--- config.mk ---
export PLATFORM = sky130hd
export DESIGN_NAME = bade_exec
export DESIGN_NICKNAME = d
export VERILOG_FILES = /design/src/hw/bade_pkg.sv /design/src/hw/bade_addr_gen.sv /design/src/hw/bade_exec.sv
export VERILOG_INCLUDE_DIRS = /design/src /design/src/hw
export SDC_FILE = /design/constraint.sdc
export NUM_CORES = 1
export LEC_CHECK = 0
export ABC_AREA = 1
export BUFFER_PORTS_ARGS = -buffer_cell sky130_fd_sc_hd__clkbuf_2
export CAP_MARGIN = 20
export CORE_MARGIN = 3
export CORE_UTILIZATION = 50
export DETAILED_ROUTE_END_ITERATION = 12
export PLACE_DENSITY_LB_ADDON = 0.08
export SLEW_MARGIN = 15
export SYNTH_ARGS = -nofsm -noshare
export SYNTH_HDL_FRONTEND = slang
export SYNTH_SLANG_ARGS = --single-unit
--- constraint.sdc ---
create_clock -name clk -period 2.5 [get_ports clk]
set_clock_uncertainty 0.15 [all_clocks]
set_input_delay 0 -clock clk [delete_from_list [all_inputs] [get_ports clk]]
set_output_delay 0 -clock clk [all_outputs]
set_load 0.005 [all_outputs]
--- src/hw/bade_defines.svh ---
// constants for the decimal adjust and file decrement execution block
// Contract
// - low nibble above nine or nibble carry: add six
// - high nibble takes the low carry, then above nine or carry: add six
// - adjust is word 0007h, one cycle, carry only
// - decrement 0000 01da ffff ffff updates five flags
// - destination bit 0 to working, 1 to file
// - bank bit 0 access bank, 1 bank select
// - access, extended set, address to 5Fh: indexed offset
`ifndef BADE_DEFINES_SVH
`define BADE_DEFINES_SVH
`define BADE_ADJ_WORD 16'h0007
`define BADE_DEC_OPC 6'h01
`define BADE_OPC_HI 15
`define BADE_OPC_LO 10
`define BADE_DEST_BIT 9
`define BADE_ACC_BIT 8
`define BADE_BCD_MAX 4'h9
`define BADE_BCD_ADJ 4'h6
`define BADE_ILO_MAX 8'h5f
`define BADE_ACCESS_SPLIT 8'h60
`define BADE_ACCESS_LO_BANK 4'h0
`define BADE_ACCESS_HI_BANK 4'hf
`define BADE_W_RESET 8'h00
`define BADE_STATUS_RESET 5'h00
`endif

--- src/hw/bade_pkg.sv ---
// types shared by the execution block
package bade_pkg;
  typedef struct packed {
    logic n;
    logic signed_wrap_flag;
    logic z;
    logic nibble_carry_flag;
    logic c;
  } bade_status_t;

  typedef struct packed {
    logic [7:0] w_reg;
    bade_status_t status;
    logic file_we;
    logic [11:0] file_waddr;
    logic [7:0] file_wdata;
    logic done;
  } bade_state_t;
endpackage

--- src/hw/bade_addr_gen.sv ---
// operand address forming for file operand instructions
`timescale 1ns/1ns
`include "bade_defines.svh"
module bade_addr_gen
  import bade_pkg::*;
#(
  parameter int BANK_W = 4
) (
  input wire logic [7:0] f_addr,
  input wire logic acc_sel,
  input wire logic ext_set_en,
  input wire logic [BANK_W-1:0] bank_select_reg,
  input wire logic [BANK_W+7:0] fsr2_base,
  output logic [BANK_W+7:0] file_addr,
  output logic indexed
);
  always_comb begin
    indexed = !acc_sel && ext_set_en && (f_addr <= `BADE_ILO_MAX);
    if (indexed) begin
      // literal offset from the frame pointer; wraps within the data space
      file_addr = (BANK_W+8)'(fsr2_base + {{BANK_W{1'b0}}, f_addr});
    end else if (acc_sel) begin
      file_addr = {bank_select_reg, f_addr};
    end else if (f_addr < `BADE_ACCESS_SPLIT) begin
      file_addr = {(BANK_W)'(`BADE_ACCESS_LO_BANK), f_addr};
    end else begin
      file_addr = {(BANK_W)'(`BADE_ACCESS_HI_BANK), f_addr};
    end
  end
endmodule

--- src/hw/bade_exec.sv ---
// decimal adjust and file decrement execution stage with working register
`timescale 1ns/1ns
`include "bade_defines.svh"
module bade_exec
  import bade_pkg::*;
(
  input wire logic clk,
  input wire logic arst_n,
  input wire logic instr_valid,
  input wire logic [15:0] instr,
  input wire logic ext_set_en,
  input wire logic [3:0] bank_select_reg,
  input wire logic [11:0] fsr2_base,
  output logic [11:0] file_addr,
  input wire logic [7:0] file_rdata,
  input wire logic load_en,
  input wire logic [7:0] load_w,
  input wire logic [4:0] load_status,
  output logic [7:0] w_out,
  output bade_status_t status_out,
  output logic file_we,
  output logic [11:0] file_waddr,
  output logic [7:0] file_wdata,
  output logic exec_done,
  output logic indexed_mode
);
  function automatic logic is_adj_op(input logic [15:0] word);
    return word == `BADE_ADJ_WORD;
  endfunction

  function automatic logic is_dec_op(input logic [15:0] word);
    return word[`BADE_OPC_HI:`BADE_OPC_LO] == `BADE_DEC_OPC;
  endfunction

  bade_state_t state_reg;
  bade_state_t state_next;
  logic [3:0] lo_nib;
  logic [3:0] hi_nib;
  logic [4:0] lo_sum;
  logic lo_carry;
  logic [4:0] hi_base;
  logic [4:0] hi_sum;
  logic [7:0] dec_res;

  bade_addr_gen #(
    .BANK_W(4)
  ) u_addr (
    .f_addr(instr[7:0]),
    .acc_sel(instr[`BADE_ACC_BIT]),
    .ext_set_en(ext_set_en),
    .bank_select_reg(bank_select_reg),
    .fsr2_base(fsr2_base),
    .file_addr(file_addr),
    .indexed(indexed_mode)
  );

  always_comb begin
    state_next = state_reg;
    state_next.file_we = 1'b0;
    state_next.done = 1'b0;
    lo_nib = state_reg.w_reg[3:0];
    hi_nib = state_reg.w_reg[7:4];
    lo_sum = {1'b0, lo_nib};
    if (lo_nib > `BADE_BCD_MAX || state_reg.status.nibble_carry_flag) begin
      lo_sum = {1'b0, lo_nib} + {1'b0, `BADE_BCD_ADJ};
    end
    // the carry out of the low correction is the nibble carry into the high nibble
    lo_carry = lo_sum[4];
    hi_base = {1'b0, hi_nib} + {4'h0, lo_carry};
    hi_sum = hi_base;
    if (hi_base > {1'b0, `BADE_BCD_MAX} || state_reg.status.c) begin
      hi_sum = hi_base + {1'b0, `BADE_BCD_ADJ};
    end
    dec_res = file_rdata - 8'h01;
    // a direct load wins over execution so the core can seed w and flags
    if (load_en) begin
      state_next.w_reg = load_w;
      state_next.status = load_status;
    end else if (instr_valid && is_adj_op(instr)) begin
      state_next.w_reg = {hi_sum[3:0], lo_sum[3:0]};
      state_next.status.c = hi_sum[4] | state_reg.status.c;
      state_next.done = 1'b1;
    end else if (instr_valid && is_dec_op(instr)) begin
      state_next.status.c = file_rdata != 8'h00;
      // a borrow out of the low nibble only happens when it was zero
      state_next.status.nibble_carry_flag = file_rdata[3:0] != 4'h0;
      state_next.status.n = dec_res[7];
      state_next.status.signed_wrap_flag = file_rdata == 8'h80;
      state_next.status.z = dec_res == 8'h00;
      state_next.done = 1'b1;
      if (instr[`BADE_DEST_BIT]) begin
        state_next.file_we = 1'b1;
        state_next.file_waddr = file_addr;
        state_next.file_wdata = dec_res;
      end else begin
        state_next.w_reg = dec_res;
      end
    end
  end

  always_ff @(posedge clk or negedge arst_n) begin
    if (!arst_n) begin
      state_reg <= '0;
      state_reg.w_reg <= `BADE_W_RESET;
      state_reg.status <= `BADE_STATUS_RESET;
    end else begin
      state_reg <= state_next;
    end
  end

  assign w_out = state_reg.w_reg;
  assign status_out = state_reg.status;
  assign file_we = state_reg.file_we;
  assign file_waddr = state_reg.file_waddr;
  assign file_wdata = state_reg.file_wdata;
  assign exec_done = state_reg.done;
endmodule

# [After elaboration in Yosys (flattened, before gate mapping)]
# Index checks and enable logic that the tools add are counted.
[op_classes] add_sub_neg=5 magnitude_cmp=4 n_eq_ne=6 muxes=15 bitwise_logic=3 n_reduce_logical=16
[op_table] operator="2-to-1 mux 21 bit" n=2
[op_table] operator="2-to-1 mux 12 bit" n=3
[op_table] operator="2-to-1 mux 35 bit" n=1
[op_table] operator="2-to-1 mux 22 bit" n=1
[op_table] operator="== test 16 x 3 -> 1 bit, second input constant" n=1
[op_table] operator="2-to-1 mux 8 bit" n=2
[op_table] operator="2-to-1 mux 13 bit" n=1
[op_table] operator="adder 12 x 8 -> 12 bit" n=1
[op_table] operator="2-to-1 mux 5 bit" n=2
[op_table] operator="== test 8 bit, second input constant" n=1
[op_table] operator="<= comparator 8 x 7 -> 1 bit, second input constant" n=1
[op_table] operator="logical NOT 8 bit" n=1
[op_table] operator="< comparator 8 x 7 -> 1 bit, second input constant" n=1
[op_table] operator="nonzero test 8 bit" n=1
[op_table] operator="subtractor 8 x 1 -> 8 bit, second input constant" n=1
[op_table] operator="== test 6 x 1 -> 1 bit, second input constant" n=1
[op_table] operator="adder 4 x 1 -> 5 bit" n=1
[op_table] operator="adder 4 x 3 -> 5 bit, second input constant" n=1
[op_table] operator="adder 5 x 3 -> 5 bit, second input constant" n=1
[op_table] operator="> comparator 5 x 4 -> 1 bit, second input constant" n=1
[op_table] operator="> comparator 4 bit, second input constant" n=1
[op_table] operator="logical AND 1 bit" n=4
[op_table] operator="2-to-1 mux 4 bit" n=1
[op_table] operator="AND reduction 2 bit" n=2
[op_table] operator="13 further kinds" n=16
[word_totals] ff_bits=35 in_bits=58

# [Depth between registers and ports, before layout]
[logic_depth] word_depth=10 depth_mapped=20 mapped_depth_nobuf=20

# [Cells and area by module]
# Synthesis repeated with hierarchy kept, for this count alone.
[hier_totals] hier_cells=452 area_unflattened_um2=2887.8
[modules_own_cells] mod="bade_exec" n_inst=1 cells_each=305 area_each_um2=2143.3
[modules_own_cells] mod="bade_addr_gen" n_inst=1 cells_each=147 area_each_um2=744.5

# [Worst setup path after synthesis]
# No wires, ideal clock.
[synth_path] path_kind="reg2reg" startpoint="reg state_reg (netlist bit w_out[1])" endpoint="reg state_reg (netlist bit w_out[7])" arrival_ps=1979 required_ps=2234 slack_ps=255 stages_incl_launch_ff=21 n_path_buf=0 path_cell_list="dfrtp_1 inv_1 a21oi_1 ha_1 ha_1 inv_1 nand2_1 nand2_1 ha_1 nand2_1 nand3_1 nand2_1 nand2_1 nand2_1 nand2_1 nand2_1 nand2_1 nand2_1 nand2_1 nand2_1 nand2_1"
[synth_via] elab_chain_cells=9 word_cells_on_any_way=11 cone_classes="add/sub: 3; order compare: 2; mux: 4; reduce/logical: 2"
[synth_rtl] element="start: declaration" line="bade_exec.sv:35" rtl="bade_state_t state_reg;"
[synth_rtl] element="start signal: assignment" line="bade_exec.sv:107" rtl="state_reg <= state_next;"
[synth_rtl] element="> comparator 4 bit (no source line)"
[synth_rtl] element="logical OR 1 bit" line="bade_exec.sv:64" rtl="if (lo_nib > `BADE_BCD_MAX || state_reg.status.nibble_carry_flag) begin"
[synth_rtl] element="2-to-1 mux 5 bit (*)" line="bade_exec.sv:64"
[synth_rtl] element="adder 4 x 1 -> 5 bit (*)" line="bade_exec.sv:69" rtl="hi_base = {1'b0, hi_nib} + {4'h0, lo_carry};"
[synth_rtl] element="> comparator 5 x 4 -> 1 bit" line="bade_exec.sv:71" rtl="if (hi_base > {1'b0, `BADE_BCD_MAX} || state_reg.status.c) begin"
[synth_rtl] element="logical OR 1 bit" line="bade_exec.sv:71"
[synth_rtl] element="2-to-1 mux 5 bit (*)" line="bade_exec.sv:71"
[synth_rtl] element="2-to-1 mux 8 bit (*)" line="bade_exec.sv:79" rtl="end else if (instr_valid && is_adj_op(instr)) begin"
[synth_rtl] element="2-to-1 mux 13 bit (*)" line="bade_exec.sv:76" rtl="if (load_en) begin"
# Mark *: on every way between the ends. The rest lies on a longest branch, timed or not. The select of a mux whose other input is x is not followed.
# A chain may end at the register's enable or synchronous reset.

# [Final worst setup path]
[layout_path] startpoint="in instr[4]" endpoint="reg state_reg (netlist bit file_waddr[11])"
[layout_via] elab_chain_cells=4 word_cells_on_any_way=11 cone_classes="add/sub: 1; order compare: 2; eq/ne: 1; mux: 3; bitwise: 1; reduce/logical: 3"
[layout_rtl] element="start: declaration" line="bade_exec.sv:10" rtl="input wire logic [15:0] instr,"
[layout_rtl] element="< comparator 8 x 7 -> 1 bit (no source line) or == test 16 x 3 -> 1 bit (tied branches)"
[layout_rtl] element="2-to-1 mux 12 bit or logical AND 1 bit (tied branches)" line="bade_addr_gen.sv:24, bade_exec.sv:79"
[layout_rtl] element="2-to-1 mux 12 bit or NOT 1 bit (tied branches)"
[layout_rtl] element="2-to-1 mux 12 bit or AND reduction 4 bit (tied branches)"
# Several ways; a longest one is shown, not always the timed one.

==> reports/qor.yml <==
outcome:
  status: "completed"
clock_tree:
  clock_latency_of_the_later_clocked_register_in_the_worst_skew_pair_ns: 0.28
  cts.clk_slew.worst_paths_ns: 0.07
  ctsRootBufferMaster: "sky130_fd_sc_hd__clkbuf_8"
  numCtsBuffers: 5
  cts_max_path_buffers: 2
  cts_num_sinks: 35
  cts_tree: "yes"
  htree_num_levels: 2
floorplanning:
  initial_core_util_pct: 52.7
  floorplan.die.height_um: 80.0
  die_width_um: 80.0
  floorplan.die_area_um2: 6410
  cell_rows: 26
  ios: 106
  coreArea_um2: 5200
setup_path:
  start_kind: "input port"
  required_time_at_the_endpoint_of_the_critical_path_ns: 2.52
  crit_path_start: "instr[4]"
  cp-end-kind: "flop"
  critPathKind: "in2reg"
  reg2reg_start: "w_out[1]"
  critical_path_arrival_ns: 2.34
  crit_path_max_fanout: 4
sta:
  setup_tns_ns: 0
  worst-slew-pin-transition_ns: 0.862
  finalHoldViolations: 0
  hold-worst-slack_ns: 0.00277
  slew-limit-headroom_pct: 42.6
  report.final.slew_viol_count: 0
  achievable-frequency_mhz: 430
  setup_viol: 0
  period_needed_ns: 2.32
  post-route-period-util_pct: 93.0
finish:
  most-common-layout-cells: "sky130_fd_sc_hd__nand2_1, sky130_fd_sc_hd__clkbuf_2, sky130_fd_sc_hd__inv_1"
  layout.nets: 604
  final_layout_size_suffix_gt1_share_pct: 27.9
  antennaDiodeCount: 0
  final_common_cell: "sky130_fd_sc_hd__nand2_1"
  layout.cells.non_filler: 601
  synthToLayoutAreaGrowth_pct: 38.5
  fillCellCount: 474
logic_synthesis:
  syn_area_per_cell_um2: 7.01
  netlist_area_um2: 2740
  synthesis.nets: 465
  dominantRegCellSynth: "sky130_fd_sc_hd__dfrtp_1"
  syn-instance-count: 391
  yosys_warnings: 0
  synth-edff-count: 0
  netlist-cell-type-count: 37
  async_flop_share_pct: 100
  synth_seq_area_share_pct: 31.9
  postSynthRegisterBits: 35
grt:
  grt_util_met2_pct: 43.0
  met3_usage_pct: 2.37
  global_route_wire_length_before_repair_mm: 13.3
  global_route.usage.met1_pct: 36.6
  grt_antenna_before_repair: 0
  globalRoute.busiestLayer: "met2"
  overflow_after_grt: 0
  grt_max_degree: 36
  grt_resource_usage_total_pct: 26.2
  via_count_of_the_first_global_routing_pass: 2888
route:
  detail_route.wl_per_cell_um: 13.4
  drt_pass_1_iters: 5
  postRouteAntennaNets: 0
  num_vias: 3062
  vias_per_cell: 5.09
  drcViolationCount: 0
  detail_route.iter0.violations: 140
  routed_wirelength_mm: 8.04
place:
  dp_hpwl_mm: 6.10
  place.gp.congestion: 0.934
  port-buffer-count: 105
  dpl.cell_count: 560
min_path:
  hold_class: "in2reg"
  hold_start: "bank_select_reg[0]"
pwr:
  fin_total_pwr_mw: 1.67
  vdd_drop_max_uv: 352
  power.density_cell_area_nw_per_um2: 441
  p_leak_nw: 2.08
job:
  maxCapViolCount: 0
## cells by family (layout without fill, tap and decap cells)
kind of cell,count (synthesis),in the layout,synth area share (%)
buffers and inverters,54,194,8.31
AND/OR/NAND/NOR,209,209,35.0
AO/OA/AOI/OAI,64,64,13.0
flip-flops,35,35,31.9
XOR/XNOR,13,13,4.15
adder cells (fa/ha/maj),16,16,7.58
## final timing paths
check,end,slack [ns],cells past startpoint
worst max register to register,w_out[7],0.19,20
max in group asynchronous,w_out[1],1.44,2
worst min-delay path,file_waddr[8],0.003,4
worst max-delay path,file_waddr[11],0.18,12
worst min register to register,file_wdata[6],0.33,2
min in group asynchronous,file_waddr[5],0.22,2
## Yosys cell counts (3+ instances only)
library cell	number	area, um2
sky130_fd_sc_hd__xnor2_1	5	43.8
sky130_fd_sc_hd__nand3_4	3	52.6
sky130_fd_sc_hd__xor2_1	8	70.1
sky130_fd_sc_hd__inv_2	4	15.0
sky130_fd_sc_hd__ha_1	15	188
sky130_fd_sc_hd__nand4_1	5	31.3
sky130_fd_sc_hd__dfrtp_1	35	876
sky130_fd_sc_hd__nor3_1	4	20.0
sky130_fd_sc_hd__nor2_2	5	31.3
sky130_fd_sc_hd__o21ai_1	14	70.1
sky130_fd_sc_hd__o21ai_2	4	35.0
sky130_fd_sc_hd__nand3_1	30	150
sky130_fd_sc_hd__a21oi_1	24	120
sky130_fd_sc_hd__or2_2	3	18.8
sky130_fd_sc_hd__nor2_1	28	105
sky130_fd_sc_hd__o21ai_0	11	55.1
sky130_fd_sc_hd__inv_1	43	161
sky130_fd_sc_hd__a31oi_1	4	25.0
sky130_fd_sc_hd__nand2_1	121	454
## what timing repair did
| item | CTS | global route |
|---|---|---|
| endpoints found under the setup margin | 0 | 5 |
| resized for setup | 0 | 10 |
| hold buffers | 32 | 0 |
| setup buffers | 0 | 1 |
| endpoints found under the hold margin | 60 | 0 |
## worst max-delay path, cell delays in order
cell                            delay, ns
sky130_fd_sc_hd__dlygate4sd3_1       0.54
sky130_fd_sc_hd__clkbuf_2            0.13
sky130_fd_sc_hd__ha_1                0.36
sky130_fd_sc_hd__a21oi_2             0.18
sky130_fd_sc_hd__nor2_1              0.07
sky130_fd_sc_hd__o21ai_1             0.16
sky130_fd_sc_hd__nand3_1             0.09
sky130_fd_sc_hd__nand2_1             0.06
sky130_fd_sc_hd__nand2_1             0.05
sky130_fd_sc_hd__nand2_1             0.07
sky130_fd_sc_hd__a31oi_1             0.07
sky130_fd_sc_hd__dlygate4sd3_1       0.56
## layer usage
metal  wire (um)  share of wire (%)
met1        3660                 46
met2        3740                 47
met3         498                6.2
met4         136                1.7
met5           0                  0
## area by class of cell
| type | instances | area [um2] | area share [%] |
|---|---|---|---|
| inverters | 47 | 176 | 4.65 |
| clock buffers | 6 | 82.6 | 2.18 |
| well taps | 70 | 87.6 | 2.31 |
| flip-flops and latches | 35 | 876 | 23.1 |
| multi-input cells | 302 | 1680 | 44.2 |
| clock inverters | 2 | 35.0 | 0.923 |
| repair buffers | 139 | 861 | 22.7 |
## sequential cells by signal, summed over array words and instances (netlist names)
name	count
status_out	5
file_waddr	12
file_wdata	8
exec_done	1
w_out	8
file_we	1
## per-stage QoR
| step | cell area, um2 | utilization, % | setup WS [ns] |
|---|---|---|---|
| floorplan | 2740 | - | 0.255 |
| global placement | 3310 | 63.6 | 0.106 |
| detailed placement | 3310 | 63.6 | 0.0663 |
| CTS | 3750 | 72.0 | 0.0488 |
| global route | 3800 | 72.9 | -0.00940 |
| finish | 3800 | 72.9 | 0.176 |
## where the power goes
group	switching, mW	internal, mW	total, mW
clock network	0.200	0.323	0.522
registers	0.0329	0.607	0.640
logic	0.283	0.228	0.512
total	0.516	1.16	1.67
(Power assumes the default switching activity.)
